**src/logic/dlp_regs.vh**
```
// Constants for the latch, power-down and serial control of the volatile DAC.
`ifndef DLP_REGS_VH
`define DLP_REGS_VH

// Resolution and channel count of this variant.
`define DLP_RES             12
`define DLP_CHANNELS        2

// Serial frame layout.
`define DLP_FRAME_BITS      24
`define DLP_LAST_BIT        5'h17
`define DLP_ADDR_DONE       5'h04
`define DLP_CMD_DONE        5'h06
`define DLP_ERR_BIT         5'h07
`define DLP_DATA_START      5'h08

// Command field encodings.
`define DLP_CMD_WRITE       2'h0
`define DLP_CMD_READ        2'h3

// Memory addresses.
`define DLP_ADDR_CHANNEL_ZERO_VALUE       5'h00
`define DLP_ADDR_CHANNEL_ONE_VALUE       5'h01
`define DLP_ADDR_VREF       5'h08
`define DLP_ADDR_PD         5'h09
`define DLP_ADDR_GAIN_STAT  5'h0A
`define DLP_ADDR_RESET      5'h00

// Field positions in the gain and status word.
`define DLP_GAIN_LSB        8
`define DLP_POR_BIT         7

// Power-down select encodings.
`define DLP_PD_NORMAL       2'h0
`define DLP_PD_1K           2'h1
`define DLP_PD_100K         2'h2
`define DLP_PD_OPEN         2'h3

// Reference source encodings used by the enables.
`define DLP_REF_VDD         2'h0
`define DLP_REF_BANDGAP     2'h1
`define DLP_REF_PIN_UNBUF   2'h2
`define DLP_REF_PIN_BUF     2'h3

// Power-on defaults.
`define DLP_DAC_DEFAULT     12'h7FF
`define DLP_VREF_DEFAULT    4'h0
`define DLP_PD_DEFAULT      4'h0
`define DLP_GAIN_DEFAULT    2'h0
`define DLP_POR_DEFAULT     1'h1

// Reset values of the pin synchronisers: {brown-out, latch, data, clock, select}.
`define DLP_SYNC_RESET      5'h09

`endif

```
**src/logic/dlp_sync2.v**
```verilog
// Two-flop synchroniser for one asynchronous input.
`timescale 1ns/1ns
module dlp_sync2 #(
   parameter RST_VAL = 1'b0
) (
   // Clock and reset
   input  wire clock_i,
   input  wire rst_b_i,
   // Data
   input  wire d_i,
   output wire q_o
);

   reg stage1;
   reg stage2;

   // The first stage feeds only the second stage.
   always @(posedge clock_i or negedge rst_b_i) begin
      if (!rst_b_i) begin
         stage1 <= RST_VAL;
         stage2 <= RST_VAL;
      end else begin
         stage1 <= d_i;
         stage2 <= stage1;
      end
   end

   assign q_o = stage2;

endmodule // dlp_sync2

```
**src/logic/dlp_dac_ctrl.v**
```verilog
// Latch, power-down and SPI slave control of a two-channel volatile DAC.
//
// What this block does
// Latch pin high blocks register-to-wiper copies; register writes still land.
// Latch low is level sensitive: new register value reaches wiper on the next clock.
// Latch pin is asynchronous to serial activity and may move anytime.
// All channels on the latch pin update their wipers together.
// Power-down select: 00 normal, 01 1k pull-down, 10 100k, 11 open.
// Each channel has its own power-down select, applied only to itself.
// Any non-zero power-down disables output amplifier and disconnects the ladder.
// Power-down bits change only by serial write or power-on or brown-out reload.
// Serial interface stays fully working in every power-down setting.
// Writing 00 leaves power-down: amplifier, ladder, reference back, pull-down off.
// After power-down exit output follows current register and configuration.
// Ladder buffer on only normal with ref 01/11; bandgap on when ref 01.
// Volatile DAC registers are 12, 10 or 8 bits per variant.
// Power-up loads defaults into all volatile memory before host updates.
// Power-on status bit sets after power-on; read of status clears it.
// Device is only an SPI slave; master supplies clock and select.
// Modes 0,0 and 1,1 only, chosen by clock level at select fall.
// Master keeps clock at most 20 MHz writes and 10 MHz reads.
// Power-on or brown-out resets the serial machine and address pointer.
// Transfers are 24-bit units framed by select; device counts bits.
// Select inactive resets serial module and pointer and ignores clock and data.
// Serial input is sampled on rising serial clock edges.
// Serial output changes on falling serial clock edges.
// Latch input passes a two-stage synchroniser before gating transfers.
`timescale 1ns/1ns
`include "dlp_regs.vh"
module dlp_dac_ctrl (
   // Clock and power-on reset
   input  wire                          clock_i,
   input  wire                          rst_b_i,
   input  wire                          brown_out_event_i,
   // Serial pins from the master
   input  wire                          cs_n_i,
   input  wire                          sck_i,
   input  wire                          serial_in_i,
   output wire                          serial_out_o,
   output wire                          serial_out_oe_o,
   // Latch pin
   input  wire                          output_update_gate_n_i,
   // Wipers and volatile registers
   output wire [`DLP_RES-1:0]           wiper0_o,
   output wire [`DLP_RES-1:0]           wiper1_o,
   output wire [`DLP_RES-1:0]           channel_zero_value_o,
   output wire [`DLP_RES-1:0]           channel_one_value_o,
   // Configuration and status
   output wire [2*`DLP_CHANNELS-1:0]    power_down_select_o,
   output wire [2*`DLP_CHANNELS-1:0]    reference_source_select_o,
   output wire [`DLP_CHANNELS-1:0]      gain_o,
   output wire                          por_status_o,
   output wire                          spi_mode_high_o,
   // Analog enables per channel
   output reg  [`DLP_CHANNELS-1:0]      out_amp_en_o,
   output reg  [`DLP_CHANNELS-1:0]      ladder_en_o,
   output reg  [`DLP_CHANNELS-1:0]      ladder_ref_conn_o,
   output reg  [`DLP_CHANNELS-1:0]      ladder_buf_en_o,
   output reg  [`DLP_CHANNELS-1:0]      bandgap_en_o,
   output reg  [`DLP_CHANNELS-1:0]      pull_down_1k_o,
   output reg  [`DLP_CHANNELS-1:0]      pull_down_100k_o
);

   localparam RES = `DLP_RES;
   localparam NCH = `DLP_CHANNELS;
   localparam [4:0] SYNC_RST = `DLP_SYNC_RESET;

   // Synchronised pins.
   wire [4:0] pin_raw;
   wire [4:0] pin_sync;
   wire       cs_n_s;
   wire       sck_s;
   wire       sdi_s;
   wire       lat_n_s;
   wire       bor_s;

   assign pin_raw = {brown_out_event_i, output_update_gate_n_i, serial_in_i, sck_i, cs_n_i};

   // Every pin crosses into the clock domain through two flops. The price is
   // about three clocks of latency, so the serial clock may not run faster
   // than about one eighth of the system clock.
   genvar gi;
   generate
      for (gi = 0; gi < 5; gi = gi + 1) begin : g_sync
         dlp_sync2 #(
            .RST_VAL (SYNC_RST[gi])
         ) u_sync (
            .clock_i (clock_i),
            .rst_b_i (rst_b_i),
            .d_i     (pin_raw[gi]),
            .q_o     (pin_sync[gi])
         );
      end
   endgenerate

   assign cs_n_s  = pin_sync[0];
   assign sck_s   = pin_sync[1];
   assign sdi_s   = pin_sync[2];
   assign lat_n_s = pin_sync[3];
   assign bor_s   = pin_sync[4];

   // Edge finding on the sampled serial clock and select. The history flops
   // reset to the idle levels of their pins, so no false edge follows reset.
   reg  sck_q;
   reg  cs_n_q;
   wire sck_rise;
   wire sck_fall;
   wire cs_fall;
   wire active;

   always @(posedge clock_i or negedge rst_b_i) begin
      if (!rst_b_i) begin
         sck_q  <= 1'b0;
         cs_n_q <= 1'b1;
      end else begin
         sck_q  <= sck_s;
         cs_n_q <= cs_n_s;
      end
   end

   assign active   = ~cs_n_s;
   assign sck_rise = sck_s & ~sck_q;
   assign sck_fall = ~sck_s & sck_q;
   assign cs_fall  = ~cs_n_s & cs_n_q;

   // Serial slave state.
   reg [4:0]  bit_cnt;
   // Only the last data bits are kept; address and command are caught on the
   // fly as their last bit arrives.
   reg [14:0] shift_in;
   reg [4:0]  addr_ptr;
   reg [1:0]  cmd;
   reg        cmd_err;
   reg        mode_high;
   reg        serial_out;
   reg [15:0] out_shift;

   // Volatile memory.
   reg [2*RES-1:0] dac_flat;
   reg [3:0]       vref_sel;
   reg [3:0]       pd_sel;
   reg [1:0]       gain;
   reg             por_flag;

   wire        addr_ok;
   wire        cmd_ok;
   wire        wr_fire;
   wire        rd_load;
   wire [15:0] wr_data;
   reg  [15:0] rd_word;

   assign addr_ok = (addr_ptr == `DLP_ADDR_CHANNEL_ZERO_VALUE) | (addr_ptr == `DLP_ADDR_CHANNEL_ONE_VALUE) |
                    (addr_ptr == `DLP_ADDR_VREF) | (addr_ptr == `DLP_ADDR_PD) |
                    (addr_ptr == `DLP_ADDR_GAIN_STAT);
   assign cmd_ok  = (cmd == `DLP_CMD_WRITE) | (cmd == `DLP_CMD_READ);

   // A write takes effect on the rising edge that completes a 24-bit unit.
   // A frame cut short by the select never reaches memory.
   assign wr_data = {shift_in[14:0], sdi_s};
   assign wr_fire = active & ~bor_s & ~cs_fall & sck_rise & ~cmd_err &
                    (bit_cnt == `DLP_LAST_BIT) & (cmd == `DLP_CMD_WRITE);

   // Read data is fetched on the falling edge that opens the data bytes.
   assign rd_load = active & ~bor_s & ~cs_fall & sck_fall & ~cmd_err &
                    (bit_cnt == `DLP_DATA_START) & (cmd == `DLP_CMD_READ);

   // Unused addresses read as zero; the command error bit already refuses them.
   always @* begin
      case (addr_ptr)
         `DLP_ADDR_CHANNEL_ZERO_VALUE:      rd_word = {{(16-RES){1'b0}}, dac_flat[RES-1:0]};
         `DLP_ADDR_CHANNEL_ONE_VALUE:      rd_word = {{(16-RES){1'b0}}, dac_flat[2*RES-1:RES]};
         `DLP_ADDR_VREF:      rd_word = {12'h000, vref_sel};
         `DLP_ADDR_PD:        rd_word = {12'h000, pd_sel};
         `DLP_ADDR_GAIN_STAT: rd_word = {6'h00, gain, por_flag, 7'h00};
         default:             rd_word = 16'h0000;
      endcase
   end

   // The slave runs the same in every power-down setting. R9
   always @(posedge clock_i or negedge rst_b_i) begin
      if (!rst_b_i) begin
         bit_cnt   <= 5'h00;
         shift_in  <= 15'h0000;
         addr_ptr  <= `DLP_ADDR_RESET;
         cmd       <= 2'h0;
         cmd_err   <= 1'b0;
         mode_high <= 1'b0;
         serial_out       <= 1'b1;
         out_shift <= 16'hFFFF;
      end else if (bor_s || !active) begin
         // Brown-out or a released select puts the slave back to idle. R19 R21
         bit_cnt   <= 5'h00;
         addr_ptr  <= `DLP_ADDR_RESET;
         cmd       <= 2'h0;
         cmd_err   <= 1'b0;
         serial_out       <= 1'b1;
         out_shift <= 16'hFFFF;
      end else if (cs_fall) begin
         // Clock level at select fall picks the mode. R17
         mode_high <= sck_s;
         bit_cnt   <= 5'h00;
         serial_out       <= 1'b1;
      end else if (sck_rise) begin
         shift_in <= {shift_in[13:0], sdi_s};
         if (bit_cnt == `DLP_LAST_BIT) begin
            bit_cnt <= 5'h00;
         end else begin
            bit_cnt <= bit_cnt + 5'h01;
         end
         if (bit_cnt == `DLP_ADDR_DONE) begin
            addr_ptr <= {shift_in[3:0], sdi_s};
         end
         if (bit_cnt == `DLP_CMD_DONE) begin
            cmd <= {shift_in[0], sdi_s};
         end
      end else if (sck_fall) begin
         // Output only moves on falling edges. R23
         // A refused command keeps the output low until the select is released.
         if (cmd_err) begin
            serial_out <= 1'b0;
         end else if (bit_cnt == `DLP_ERR_BIT) begin
            serial_out     <= addr_ok & cmd_ok;
            cmd_err <= ~(addr_ok & cmd_ok);
         end else if (rd_load) begin
            serial_out       <= rd_word[15];
            out_shift <= {rd_word[14:0], 1'b1};
         end else if ((bit_cnt > `DLP_DATA_START) && (cmd == `DLP_CMD_READ)) begin
            serial_out       <= out_shift[15];
            out_shift <= {out_shift[14:0], 1'b1};
         end else if (bit_cnt < `DLP_ERR_BIT) begin
            serial_out <= 1'b1;
         end
      end
   end

   // The pin is driven only while selected; the clock is never driven. R16
   assign serial_out_o    = serial_out;
   assign serial_out_oe_o = active;
   assign spi_mode_high_o = mode_high;

   // Volatile memory: defaults at power-on or brown-out, then host writes. R14
   always @(posedge clock_i or negedge rst_b_i) begin
      if (!rst_b_i) begin
         dac_flat <= {NCH{`DLP_DAC_DEFAULT}};
         vref_sel <= `DLP_VREF_DEFAULT;
         pd_sel   <= `DLP_PD_DEFAULT;
         gain     <= `DLP_GAIN_DEFAULT;
         por_flag <= `DLP_POR_DEFAULT;
      end else if (bor_s) begin
         dac_flat <= {NCH{`DLP_DAC_DEFAULT}};
         vref_sel <= `DLP_VREF_DEFAULT;
         pd_sel   <= `DLP_PD_DEFAULT;
         gain     <= `DLP_GAIN_DEFAULT;
         por_flag <= `DLP_POR_DEFAULT;
      end else begin
         if (wr_fire) begin
            case (addr_ptr)
               `DLP_ADDR_CHANNEL_ZERO_VALUE:      dac_flat[RES-1:0]     <= wr_data[RES-1:0];
               `DLP_ADDR_CHANNEL_ONE_VALUE:      dac_flat[2*RES-1:RES] <= wr_data[RES-1:0];
               `DLP_ADDR_VREF:      vref_sel <= wr_data[3:0];
               `DLP_ADDR_PD:        pd_sel   <= wr_data[3:0];
               `DLP_ADDR_GAIN_STAT: gain     <= wr_data[`DLP_GAIN_LSB+1:`DLP_GAIN_LSB];
               default:             gain     <= gain;
            endcase
         end
         // Reading the status word clears the power-on flag. A brown-out in the
         // same cycle wins, since its branch above takes priority.
         if (rd_load && (addr_ptr == `DLP_ADDR_GAIN_STAT)) begin
            por_flag <= 1'b0;
         end
      end
   end

   assign channel_zero_value_o     = dac_flat[RES-1:0];
   assign channel_one_value_o      = dac_flat[2*RES-1:RES];
   assign power_down_select_o      = pd_sel;
   assign reference_source_select_o = vref_sel;
   assign gain_o                   = gain;
   assign por_status_o             = por_flag;

   // Per-channel wipers and analog enables.
   reg  [2*RES-1:0] wiper_flat;
   wire [NCH-1:0]   next_normal;
   wire [NCH-1:0]   next_buf;
   wire [NCH-1:0]   next_bandgap;
   wire [NCH-1:0]   next_pd_1k;
   wire [NCH-1:0]   next_pd_100k;

   generate
      for (gi = 0; gi < NCH; gi = gi + 1) begin : g_chan
         wire [1:0] pd_ch;
         wire [1:0] ref_ch;

         assign pd_ch  = pd_sel[2*gi+1:2*gi];
         assign ref_ch = vref_sel[2*gi+1:2*gi];

         assign next_normal[gi]  = (pd_ch == `DLP_PD_NORMAL);
         assign next_buf[gi]     = next_normal[gi] & ((ref_ch == `DLP_REF_BANDGAP) |
                                                      (ref_ch == `DLP_REF_PIN_BUF));
         assign next_bandgap[gi] = (ref_ch == `DLP_REF_BANDGAP);
         assign next_pd_1k[gi]   = (pd_ch == `DLP_PD_1K);
         assign next_pd_100k[gi] = (pd_ch == `DLP_PD_100K);
      end
   endgenerate

   // Both wipers copy on the same synchronised latch level, so they move
   // together; while the latch is high they hold whatever the registers do.
   always @(posedge clock_i or negedge rst_b_i) begin
      if (!rst_b_i) begin
         wiper_flat <= {NCH{`DLP_DAC_DEFAULT}};
      end else if (bor_s) begin
         wiper_flat <= {NCH{`DLP_DAC_DEFAULT}};
      end else if (!lat_n_s) begin
         wiper_flat <= dac_flat;
      end
   end

   // Enables follow the current select one clock later, so leaving power-down
   // brings the output back at the current register value. The band-gap
   // follows the reference select alone, even in power-down.
   always @(posedge clock_i or negedge rst_b_i) begin
      if (!rst_b_i) begin
         out_amp_en_o      <= {NCH{1'b0}};
         ladder_en_o       <= {NCH{1'b0}};
         ladder_ref_conn_o <= {NCH{1'b0}};
         ladder_buf_en_o   <= {NCH{1'b0}};
         bandgap_en_o      <= {NCH{1'b0}};
         pull_down_1k_o    <= {NCH{1'b0}};
         pull_down_100k_o  <= {NCH{1'b0}};
      end else begin
         out_amp_en_o      <= next_normal;
         ladder_en_o       <= next_normal;
         ladder_ref_conn_o <= next_normal;
         ladder_buf_en_o   <= next_buf;
         bandgap_en_o      <= next_bandgap;
         pull_down_1k_o    <= next_pd_1k;
         pull_down_100k_o  <= next_pd_100k;
      end
   end

   assign wiper0_o = wiper_flat[RES-1:0];
   assign wiper1_o = wiper_flat[2*RES-1:RES];

endmodule // dlp_dac_ctrl

```
**config.mk**
```make
export PLATFORM = sky130hd
export DESIGN_NAME = dlp_dac_ctrl
export DESIGN_NICKNAME = d
export VERILOG_FILES = /design/src/logic/dlp_sync2.v /design/src/logic/dlp_dac_ctrl.v
export VERILOG_INCLUDE_DIRS = /design/src /design/src/logic
export SDC_FILE = /design/constraint.sdc
export NUM_CORES = 1
export LEC_CHECK = 0
export BUFFER_PORTS_ARGS = -buffer_cell sky130_fd_sc_hd__buf_2
export CORE_MARGIN = 2
export CORE_UTILIZATION = 55
export DETAILED_ROUTE_END_ITERATION = 10
export GPL_TIMING_DRIVEN = 0
export PLACE_DENSITY = 0.77
export SLEW_MARGIN = 20
export SYNTH_ARGS = -nofsm -noshare
export SYNTH_HDL_FRONTEND = slang
export SYNTH_SLANG_ARGS = --single-unit
```
**constraint.sdc**
```tcl
create_clock -name clock_i -period 2.6 [get_ports clock_i]
set_clock_uncertainty 0.05 [all_clocks]
set_input_delay 0.13 -clock clock_i [delete_from_list [all_inputs] [get_ports clock_i]]
set_output_delay 0.13 -clock clock_i [all_outputs]
set_load 0.02 [all_outputs]
```
==> impl_results.rst, run 1 <==
.. list-table::
   :header-rows: 1

   * - Metric
     - Value
   * - Status
     - finished clean
   * - Max-slew violation total from the final report
     - 0
   * - Layout net count
     - 615
   * - Unique masters post-synth
     - between 50 and 60
   * - Detail-routed net length per standard cell
     - between 15 and 20 microns
   * - Worst stage delay on the critical path
     - approximately 0.43 ns
   * - Die height
     - 105 microns
   * - Number of enable flip-flop cells after synthesis
     - 0
   * - CTS Root Cell
     - sky130_fd_sc_hd__clkbuf_8
   * - Gate count after technology mapping
     - 495
   * - Die W
     - about 110 microns
   * - Initial DRC Count
     - ~280
   * - Critical-path top delay cell
     - sky130_fd_sc_hd__dfrtp_1
   * - Count of instances resized after the clock tree is built
     - 0
   * - Number of antenna violations at the first check in global routing
     - 0
   * - CP required
     - roughly 3 ns
   * - Floorplan die area
     - between 0.01 and 0.015 sq mm
   * - First-pass GRT wire length
     - approximately 23000 microns
   * - Remaining number of nets flagged by the antenna check after routing
     - 0
   * - TritonCTS clock tree
     - yes
   * - Type of the setup path with the least slack
     - flop to flop
   * - Class of the tightest hold or removal check
     - input port to async pin
   * - Count of state elements after synthesis
     - between 100 and 150
   * - Share of the core filled with cells in the final layout
     - between 60% and 70%
   * - Unrepaired setup endpoints after global routing
     - no
   * - Worst setup slack for register-to-register paths
     - approximately 0.44 ns
   * - Core region area
     - roughly 0.0099 sq mm
   * - Count of filler cells inserted in the layout
     - slightly above 700
   * - # rows
     - 36
   * - Worst-case clock buffer depth
     - 2
   * - Area growth from synthesis to final layout
     - 22.5%
   * - Measured slew at the worst slew-check pin
     - approximately 0.55 ns
   * - Ratio of routed vias to standard cells
     - ~5.8
   * - Synthesized area divided by synthesized cell count
     - about 11 sq um
   * - Non-filler instance count after layout
     - around 750
   * - Fraction of met3 tracks used by global routing
     - roughly 5.6%
   * - Proportion of layout cells with a drive suffix above 1
     - around two fifths
   * - Critical path capture point type
     - flop
   * - Finish-stage setup viols
     - 0
   * - Maximum fanout encountered on the critical timing path
     - 10
   * - Number of diodes
     - 0
   * - Relative slew slack
     - a little over three fifths
   * - Final design area excluding fillers
     - 0.00690 sq mm
   * - Arr. time, crit path
     - ~2.6 ns
   * - Starting density of the core
     - between 50% and 60%
   * - First-pass detailed-route iteration total
     - 5
   * - Most prevalent standard cell on the critical path
     - sky130_fd_sc_hd__o21ai_1
   * - Number of setup buffers added after CTS
     - 0
   * - Cell area after synthesis
     - ~0.0056 sq mm
   * - Number of remaining DRC errors
     - 0
   * - Type of element launching the critical path
     - flop
   * - Via total after detailed routing
     - approximately 4400
   * - Ordered list of cells on the worst path
     - inv_1 > ha_1 > nor4b_4 > nand4_4 > buf_6 > o21ai_1 > o21ai_1 > mux2_1
   * - # port buffers
     - roughly 80
   * - Power density over cell area
     - 674 mW/mm^2
   * - Final TNS setup
     - 0 ns
   * - Max Fclk
     - about 0.46 GHz
   * - Total routed wirelength
     - between 10000 and 15000 microns
   * - Syn Nets
     - around 500
   * - Post-placement cell count
     - 711
   * - Time the final worst path needs with I/O delays and setup
     - around 2.2 ns
   * - DP HPWL
     - roughly 9400 microns
   * - Final Cycle Share
     - roughly 83%
   * - Post-synth top flop
     - sky130_fd_sc_hd__dfstp_2
   * - GR met2 Demand/Resource
     - around two fifths
   * - RePlAce Congestion
     - 0.887
   * - Power, Total
     - 4.65 mW
   * - Count of synthesis-stage warnings from yosys
     - 0
   * - H-tree level count
     - 4
   * - Worst-path clk slew
     - 0.06 ns
   * - Pin count of the biggest net entering global routing
     - a little under 70
   * - Clock insertion delay at the later pin of the skew report
     - roughly 0.52 ns
   * - Final Hold Violating Endpoints
     - 0
   * - Max IR drop VDD
     - about 0.00036 V
   * - Global-route usage over all layers
     - between 20% and 30%
   * - Proportion of synthesized chip area in sequential cells
     - 55.7%
   * - Share of flip-flops with an asynchronous set or reset
     - 100%
   * - Placed cell areas
     - between 0.006 and 0.007 sq mm
   * - Sinks on the clock net
     - 122
   * - CTS buffer count
     - 17
   * - Number of global-route vias before repair
     - 4313
   * - GR met1 Demand/Resource
     - about a third
   * - Leakage power of the design
     - roughly 2.9 nW
   * - Top-Level Pins
     - 83
   * - Routing layer with the top usage in global route
     - met2
   * - Gr ovfl total
     - 0
   * - Max-Cap Viols
     - 0
==> layer usage <==
metal	routed length, microns	vias to the layer above
li1	-	1965
met1	5950	2205
met2	6710	178
met3	861	30
met4	303	0
met5	0	-
==> flip-flops by register name, summed over array words and instances, names as in the netlist, 4 cells and up <==
register / flops
shift_in: 11
power_down_select_o: 4
addr_ptr: 5
g_sync.u_sync.q_o: 5
g_sync.u_sync.stage1: 5
bit_cnt: 5
reference_source_select_o: 4
dac_flat: 24
out_shift: 15
wiper_flat: 24
==> cell type report <==
type	count	area [sq um]	share of cell area [%]
buffer	38	211	3.06
clock buffer	19	432	6.25
clock inverter	13	168	2.43
inverter	6	22.5	0.326
multi-input combinational	329	2260	32.8
sequential	122	3140	45.4
tap	133	166	2.41
timing repair buffer	89	504	7.30
==> layout by cell type, fill, tap and decap left out, types with 18 or more instances in the layout <==
master	instances
sky130_fd_sc_hd__nor2b_1	34
sky130_fd_sc_hd__o21ai_0	20
sky130_fd_sc_hd__nor2_1	47
sky130_fd_sc_hd__a211o_1	22
sky130_fd_sc_hd__buf_2	94
sky130_fd_sc_hd__nand2_1	32
sky130_fd_sc_hd__dfstp_2	66
sky130_fd_sc_hd__mux2i_1	18
sky130_fd_sc_hd__dfrtp_1	56
sky130_fd_sc_hd__a21oi_1	30
==> critical path: cells and delay by family (launching register included) <==
| kind | cells | cell delay [ns] |
|---|---|---|
| AOI/OAI and AO/OA | 2 | 0.16 |
| adders and majority gates | 1 | 0.33 |
| buffers and inverters | 2 | 0.32 |
| DFF | 1 | 0.43 |
| muxes | 1 | 0.28 |
| and+or+nand+nor | 2 | 0.52 |
==> through the flow <==
stage               hold slack (ns)  worst slack, ns
finish                       0.0948            0.441
global route                  0.135            0.330
CTS                           0.103            0.462
detailed placement           0.0758            0.479
global placement              0.186          -0.0232
floorplan                    -0.216            0.743
==> power breakdown <==
part           switching (mW)  leakage (nW)  internal, mW
combinational           0.165          1.21        0.0877
sequential             0.0498          1.45          1.98
clock                   0.883         0.277          1.49
total                    1.10          2.93          3.56
==> cell families (layout without fill, tap and decap cells) <==
group / Yosys count / after routing / synth area share, %
AO/OA/AOI/OAI: 105 / 105 / 12.5
XOR/XNOR: 1 / 1 / 0.156
adder cells (fa/ha/maj): 5 / 5 / 1.11
buffers and inverters: 44 / 165 / 4.15
flip-flops: 122 / 122 / 55.7
multiplexers: 40 / 40 / 8.40
AND/OR/NAND/NOR: 178 / 178 / 18.0
==> cells in the mapped netlist, types with 9 or more instances <==
cell / count / share of area (%)
sky130_fd_sc_hd__mux2i_1: 18 / 3.2
sky130_fd_sc_hd__clkbuf_1: 15 / 1.0
sky130_fd_sc_hd__buf_2: 13 / 1.2
sky130_fd_sc_hd__nand2b_1: 9 / 1.0
sky130_fd_sc_hd__o21ai_0: 20 / 1.8
sky130_fd_sc_hd__dfrtp_1: 56 / 25
sky130_fd_sc_hd__nand2_1: 32 / 2.1
sky130_fd_sc_hd__a211o_1: 22 / 3.4
sky130_fd_sc_hd__nor3_1: 17 / 1.5
sky130_fd_sc_hd__nor2b_1: 34 / 3.8
sky130_fd_sc_hd__o31a_1: 11 / 1.7
sky130_fd_sc_hd__a21oi_1: 30 / 2.7
sky130_fd_sc_hd__dfstp_2: 66 / 31
sky130_fd_sc_hd__nor2_1: 47 / 3.1
sky130_fd_sc_hd__mux2_2: 15 / 3.0
sky130_fd_sc_hd__nand3_1: 12 / 1.1
==> worst paths after layout <==
kind                                                        start                                end  cells after the start
worst min register to register  g_sync[2].u_sync.stage1$_DFF_PN0_     g_sync[2].u_sync.q_o$_DFF_PN0_                      0
worst max-delay path                       bit_cnt[0]$_DFFE_PN0P_           out_shift[8]$_DFFE_PN1P_                      8
worst min-delay path                                      rst_b_i       ladder_buf_en_o[0]$_DFF_PN0_                      2
max in group asynchronous                                 rst_b_i          wiper_flat[3]$_DFFE_PN1P_                      3
worst max register to register             bit_cnt[0]$_DFFE_PN0P_           out_shift[8]$_DFFE_PN1P_                      8
min in group clock_i                            brown_out_event_i  g_sync[4].u_sync.stage1$_DFF_PN0_                      2
==> timing repair <==
action                                  4_1_cts  5_1_grt
endpoints found under the setup margin        0        0
hold endpoints to repair                     81        0
hold buffers                                  6        0
Note: power is estimated with default switching activity, not from simulation.
==> run 2, diff against run 1 <==
clock period = 2.2 ns   (was 2.6 ns; I/O delays follow)
==> run 2 against run 1 <==
Against the previous run:
- sequential share of layout area decreased by 0.16 points
- largest power group unchanged
- clock power rose by 18%
- critical path type unchanged
- maximum frequency up 3.7%
- global-route usage unchanged
- combinational power grew 18%
- worst setup slack got worse by 0.32 ns
- register-to-register slack lost 0.32 ns
- via count increased by 0.11%
- sequential power rose by 18%
==> impl_results.rst, run 2 (synthesis gave the netlist of run 1 again) <==
.. list-table::
   :header-rows: 1

   * - Metric
     - Value
   * - Status
     - finished clean
   * - CTS buffer count
     - 17 (unchanged)
   * - Proportion of power drawn by flip-flops and latches
     - 43.5% (about the same)
   * - Core region area
     - 0.00986 sq mm (unchanged)
   * - Remaining number of nets flagged by the antenna check after routing
     - 0 (unchanged)
   * - Total routed wirelength
     - 13800 microns (about the same)
   * - Relative slew slack
     - 63.4% (+0.21 points)
   * - First-pass GRT wire length
     - 22500 microns (unchanged)
   * - Leakage power of the design
     - 2.94 nW (+0.24%)
   * - GR met1 Demand/Resource
     - 35.0% (unchanged)
   * - Top library cells by usage in the layout, fill and taps aside
     - sky130_fd_sc_hd__buf_2 (94), sky130_fd_sc_hd__dfstp_2 (66), sky130_fd_sc_hd__dfrtp_1 (56)
   * - Arr. time, crit path
     - 2.47 ns (-0.08 ns)
   * - Type of the setup path with the least slack
     - flop to flop
   * - Time the final worst path needs with I/O delays and setup
     - 2.08 ns (-0.0774 ns)
   * - Number of remaining DRC errors
     - 0 (unchanged)
   * - Count of filler cells inserted in the layout
     - 705 (-0.84%)
   * - Pin count of the biggest net entering global routing
     - 68 (unchanged)
   * - Via total after detailed routing
     - 4383 (+0.11%)
   * - Die W
     - 105 microns (unchanged)
   * - Number of antenna violations at the first check in global routing
     - 0 (unchanged)
   * - RePlAce Congestion
     - 0.887 (unchanged)
   * - H-tree level count
     - 4 (unchanged)
   * - CP required
     - 2.59 ns (-0.40 ns)
   * - Switching share of total power
     - 23.6% (+0.034 points)
   * - Unrepaired setup endpoints after global routing
     - no
   * - Gr ovfl total
     - 0 (unchanged)
   * - Initial DRC Count
     - 298 (+7.6%)
   * - TritonCTS clock tree
     - yes
   * - Largest registers
     - dac_flat: 24 flops, wiper_flat: 24 flops, out_shift: 15 flops
   * - Number of global-route vias before repair
     - 4313 (unchanged)
   * - # rows
     - 36 (unchanged)
   * - Most common cell after layout, fill and taps aside
     - sky130_fd_sc_hd__buf_2
   * - Sinks on the clock net
     - 122 (unchanged)
   * - Critical path capture point type
     - flop
   * - Area growth from synthesis to final layout
     - 23.0%
   * - Finish-stage setup viols
     - 0 (unchanged)
   * - Reg area
     - 0.00314 sq mm (unchanged)
   * - Floorplan die area
     - 0.0111 sq mm (unchanged)
   * - Power density over cell area
     - 794 mW/mm^2 (+18%)
   * - Type of element launching the critical path
     - flop
   * - Routing layer with the top usage in global route
     - met2
   * - Global-route usage over all layers
     - 26.0% (unchanged)
   * - Proportion of layout cells with a drive suffix above 1
     - 39.8% (+0.68 points)
   * - First-pass detailed-route iteration total
     - 4 (-1)
   * - Area of the multi-input gates
     - 0.00227 sq mm (+0.44%)
   * - Measured slew at the worst slew-check pin
     - 0.545 ns (-0.00310 ns)
   * - Class of the tightest hold or removal check
     - input port to async pin
   * - Top-Level Pins
     - 83 (unchanged)
   * - Number of diodes
     - 0 (unchanged)
   * - Max-slew violation total from the final report
     - 0 (unchanged)
   * - Share of the core filled with cells in the final layout
     - 70.2% (+0.25 points)
   * - Layout net count
     - 617 (+0.33%)
   * - Reported net switching power
     - 1.30 mW (+18%)
   * - GR met2 Demand/Resource
     - 41.3% (unchanged)
   * - Combinational share of power
     - 5.4% (about the same)
   * - Die height
     - 105 microns (unchanged)
   * - Starting density of the core
     - 57.1% (unchanged)
   * - Clock insertion delay at the later pin of the skew report
     - 0.52 ns (about the same)
   * - Max Fclk
     - 0.481 GHz (+3.7%)
   * - Clock power share
     - 51.1% (about the same)
   * - Max-Cap Viols
     - 0 (unchanged)
   * - CTS Root Cell
     - sky130_fd_sc_hd__clkbuf_8
   * - Worst-path clk slew
     - 0.06 ns (about the same)
   * - Final Hold Violating Endpoints
     - 0 (unchanged)
   * - Worst-case clock buffer depth
     - 2 (unchanged)
   * - Max IR drop VDD
     - 0.000430 V (+18%)
   * - Detail-routed net length per standard cell
     - 18.4 microns (-0.24%)
   * - Maximum fanout encountered on the critical timing path
     - 10 (unchanged)
   * - Ratio of routed vias to standard cells
     - 5.84 (-0.15%)
   * - Power, Total
     - 5.50 mW (+18%)
   * - Internal power
     - 4.20 mW (+18%)
   * - DP HPWL
     - 9450 microns (unchanged)
   * - Final Cycle Share
     - 94.6% (+12 points)
   * - Fraction of met3 tracks used by global routing
     - 5.55% (unchanged)
   * - # port buffers
     - 82 (unchanged)
==> run 2: changes by cell type in the layout (fill, tap and decap cells not counted), sizes merged <==
| cell | change |
|---|---|
| buf | +2 |
==> run 2: layer usage <==
layer  part of all wire, %  wire (microns)
met3                   6.7             928
met5                     0               0
met1                    43            5890
met4                   2.5             344
met2                    48            6660
==> run 2: final cells by class <==
cell class / count / area share, %
Timing Repair Buffer: 91 / 7.50
Buffer: 38 / 3.05
Multi-Input combinational cell: 329 / 32.8
Tap cell: 133 / 2.40
Clock inverter: 13 / 2.42
Sequential cell: 122 / 45.3
Inverter: 6 / 0.325
Clock buffer: 19 / 6.23
==> run 2: path summary, 6_finish.rpt <==
path	start	end	slack, ns	cells after the start
max in group asynchronous	rst_b_i	dac_flat[12]$_DFFE_PN1P_	1.28	3
max	bit_cnt[0]$_DFFE_PN0P_	out_shift[8]$_DFFE_PN1P_	0.12	8
min	rst_b_i	ladder_buf_en_o[0]$_DFF_PN0_	0.07	2
max reg2reg	bit_cnt[0]$_DFFE_PN0P_	out_shift[8]$_DFFE_PN1P_	0.12	8
min reg2reg	g_sync[2].u_sync.stage1$_DFF_PN0_	g_sync[2].u_sync.q_o$_DFF_PN0_	0.30	0
min in group clock_i	brown_out_event_i	g_sync[4].u_sync.stage1$_DFF_PN0_	0.18	2
==> run 2: through the flow <==
| step | cell area [sq um] | worst slack, ns | instances | hold slack [ns] | setup TNS, ns |
|---|---|---|---|---|---|
| after detailed placement | 6240 | 0.0786 | 711 | 0.0558 | 0 |
| final | 6930 | 0.119 | 751 | 0.0724 | 0 |
| after CTS | 6900 | 0.0619 | 749 | 0.0830 | 0 |
| after global routing | 6930 | 0.00965 | 751 | 0.115 | 0 |
| after global placement | 6210 | -0.403 | 710 | 0.166 | -21.99 |
| after floorplan | 5630 | 0.343 | 495 | -0.236 | 0 |
==> run 2: worst max-delay path, cell delays in order, from the launching register on <==
cell,delay [ns]
sky130_fd_sc_hd__dfrtp_1,0.43
sky130_fd_sc_hd__inv_1,0.13
sky130_fd_sc_hd__ha_2,0.28
sky130_fd_sc_hd__nor4b_4,0.28
sky130_fd_sc_hd__nand4_4,0.20
sky130_fd_sc_hd__buf_6,0.20
sky130_fd_sc_hd__o21ai_1,0.08
sky130_fd_sc_hd__o21ai_1,0.08
sky130_fd_sc_hd__mux2_1,0.28
==> run 2: repair_timing <==
item                       4_1_cts  5_1_grt
hold buffers                     6        0
setup endpoints to repair        0       17
buffers inserted                 0        2
hold endpoints to repair        81        0
gates resized for setup          0        3
==> run 2: power by group through the flow <==
stage | registers [mW] | logic, mW | clock network, mW
after floorplan | 2.44 | 0.142 | 0
after global routing | 2.40 | 0.329 | 2.95
after CTS | 2.39 | 0.302 | 2.84
after detailed placement | 2.43 | 0.291 | 0
final | 2.39 | 0.298 | 2.81
after global placement | 2.42 | 0.274 | 0
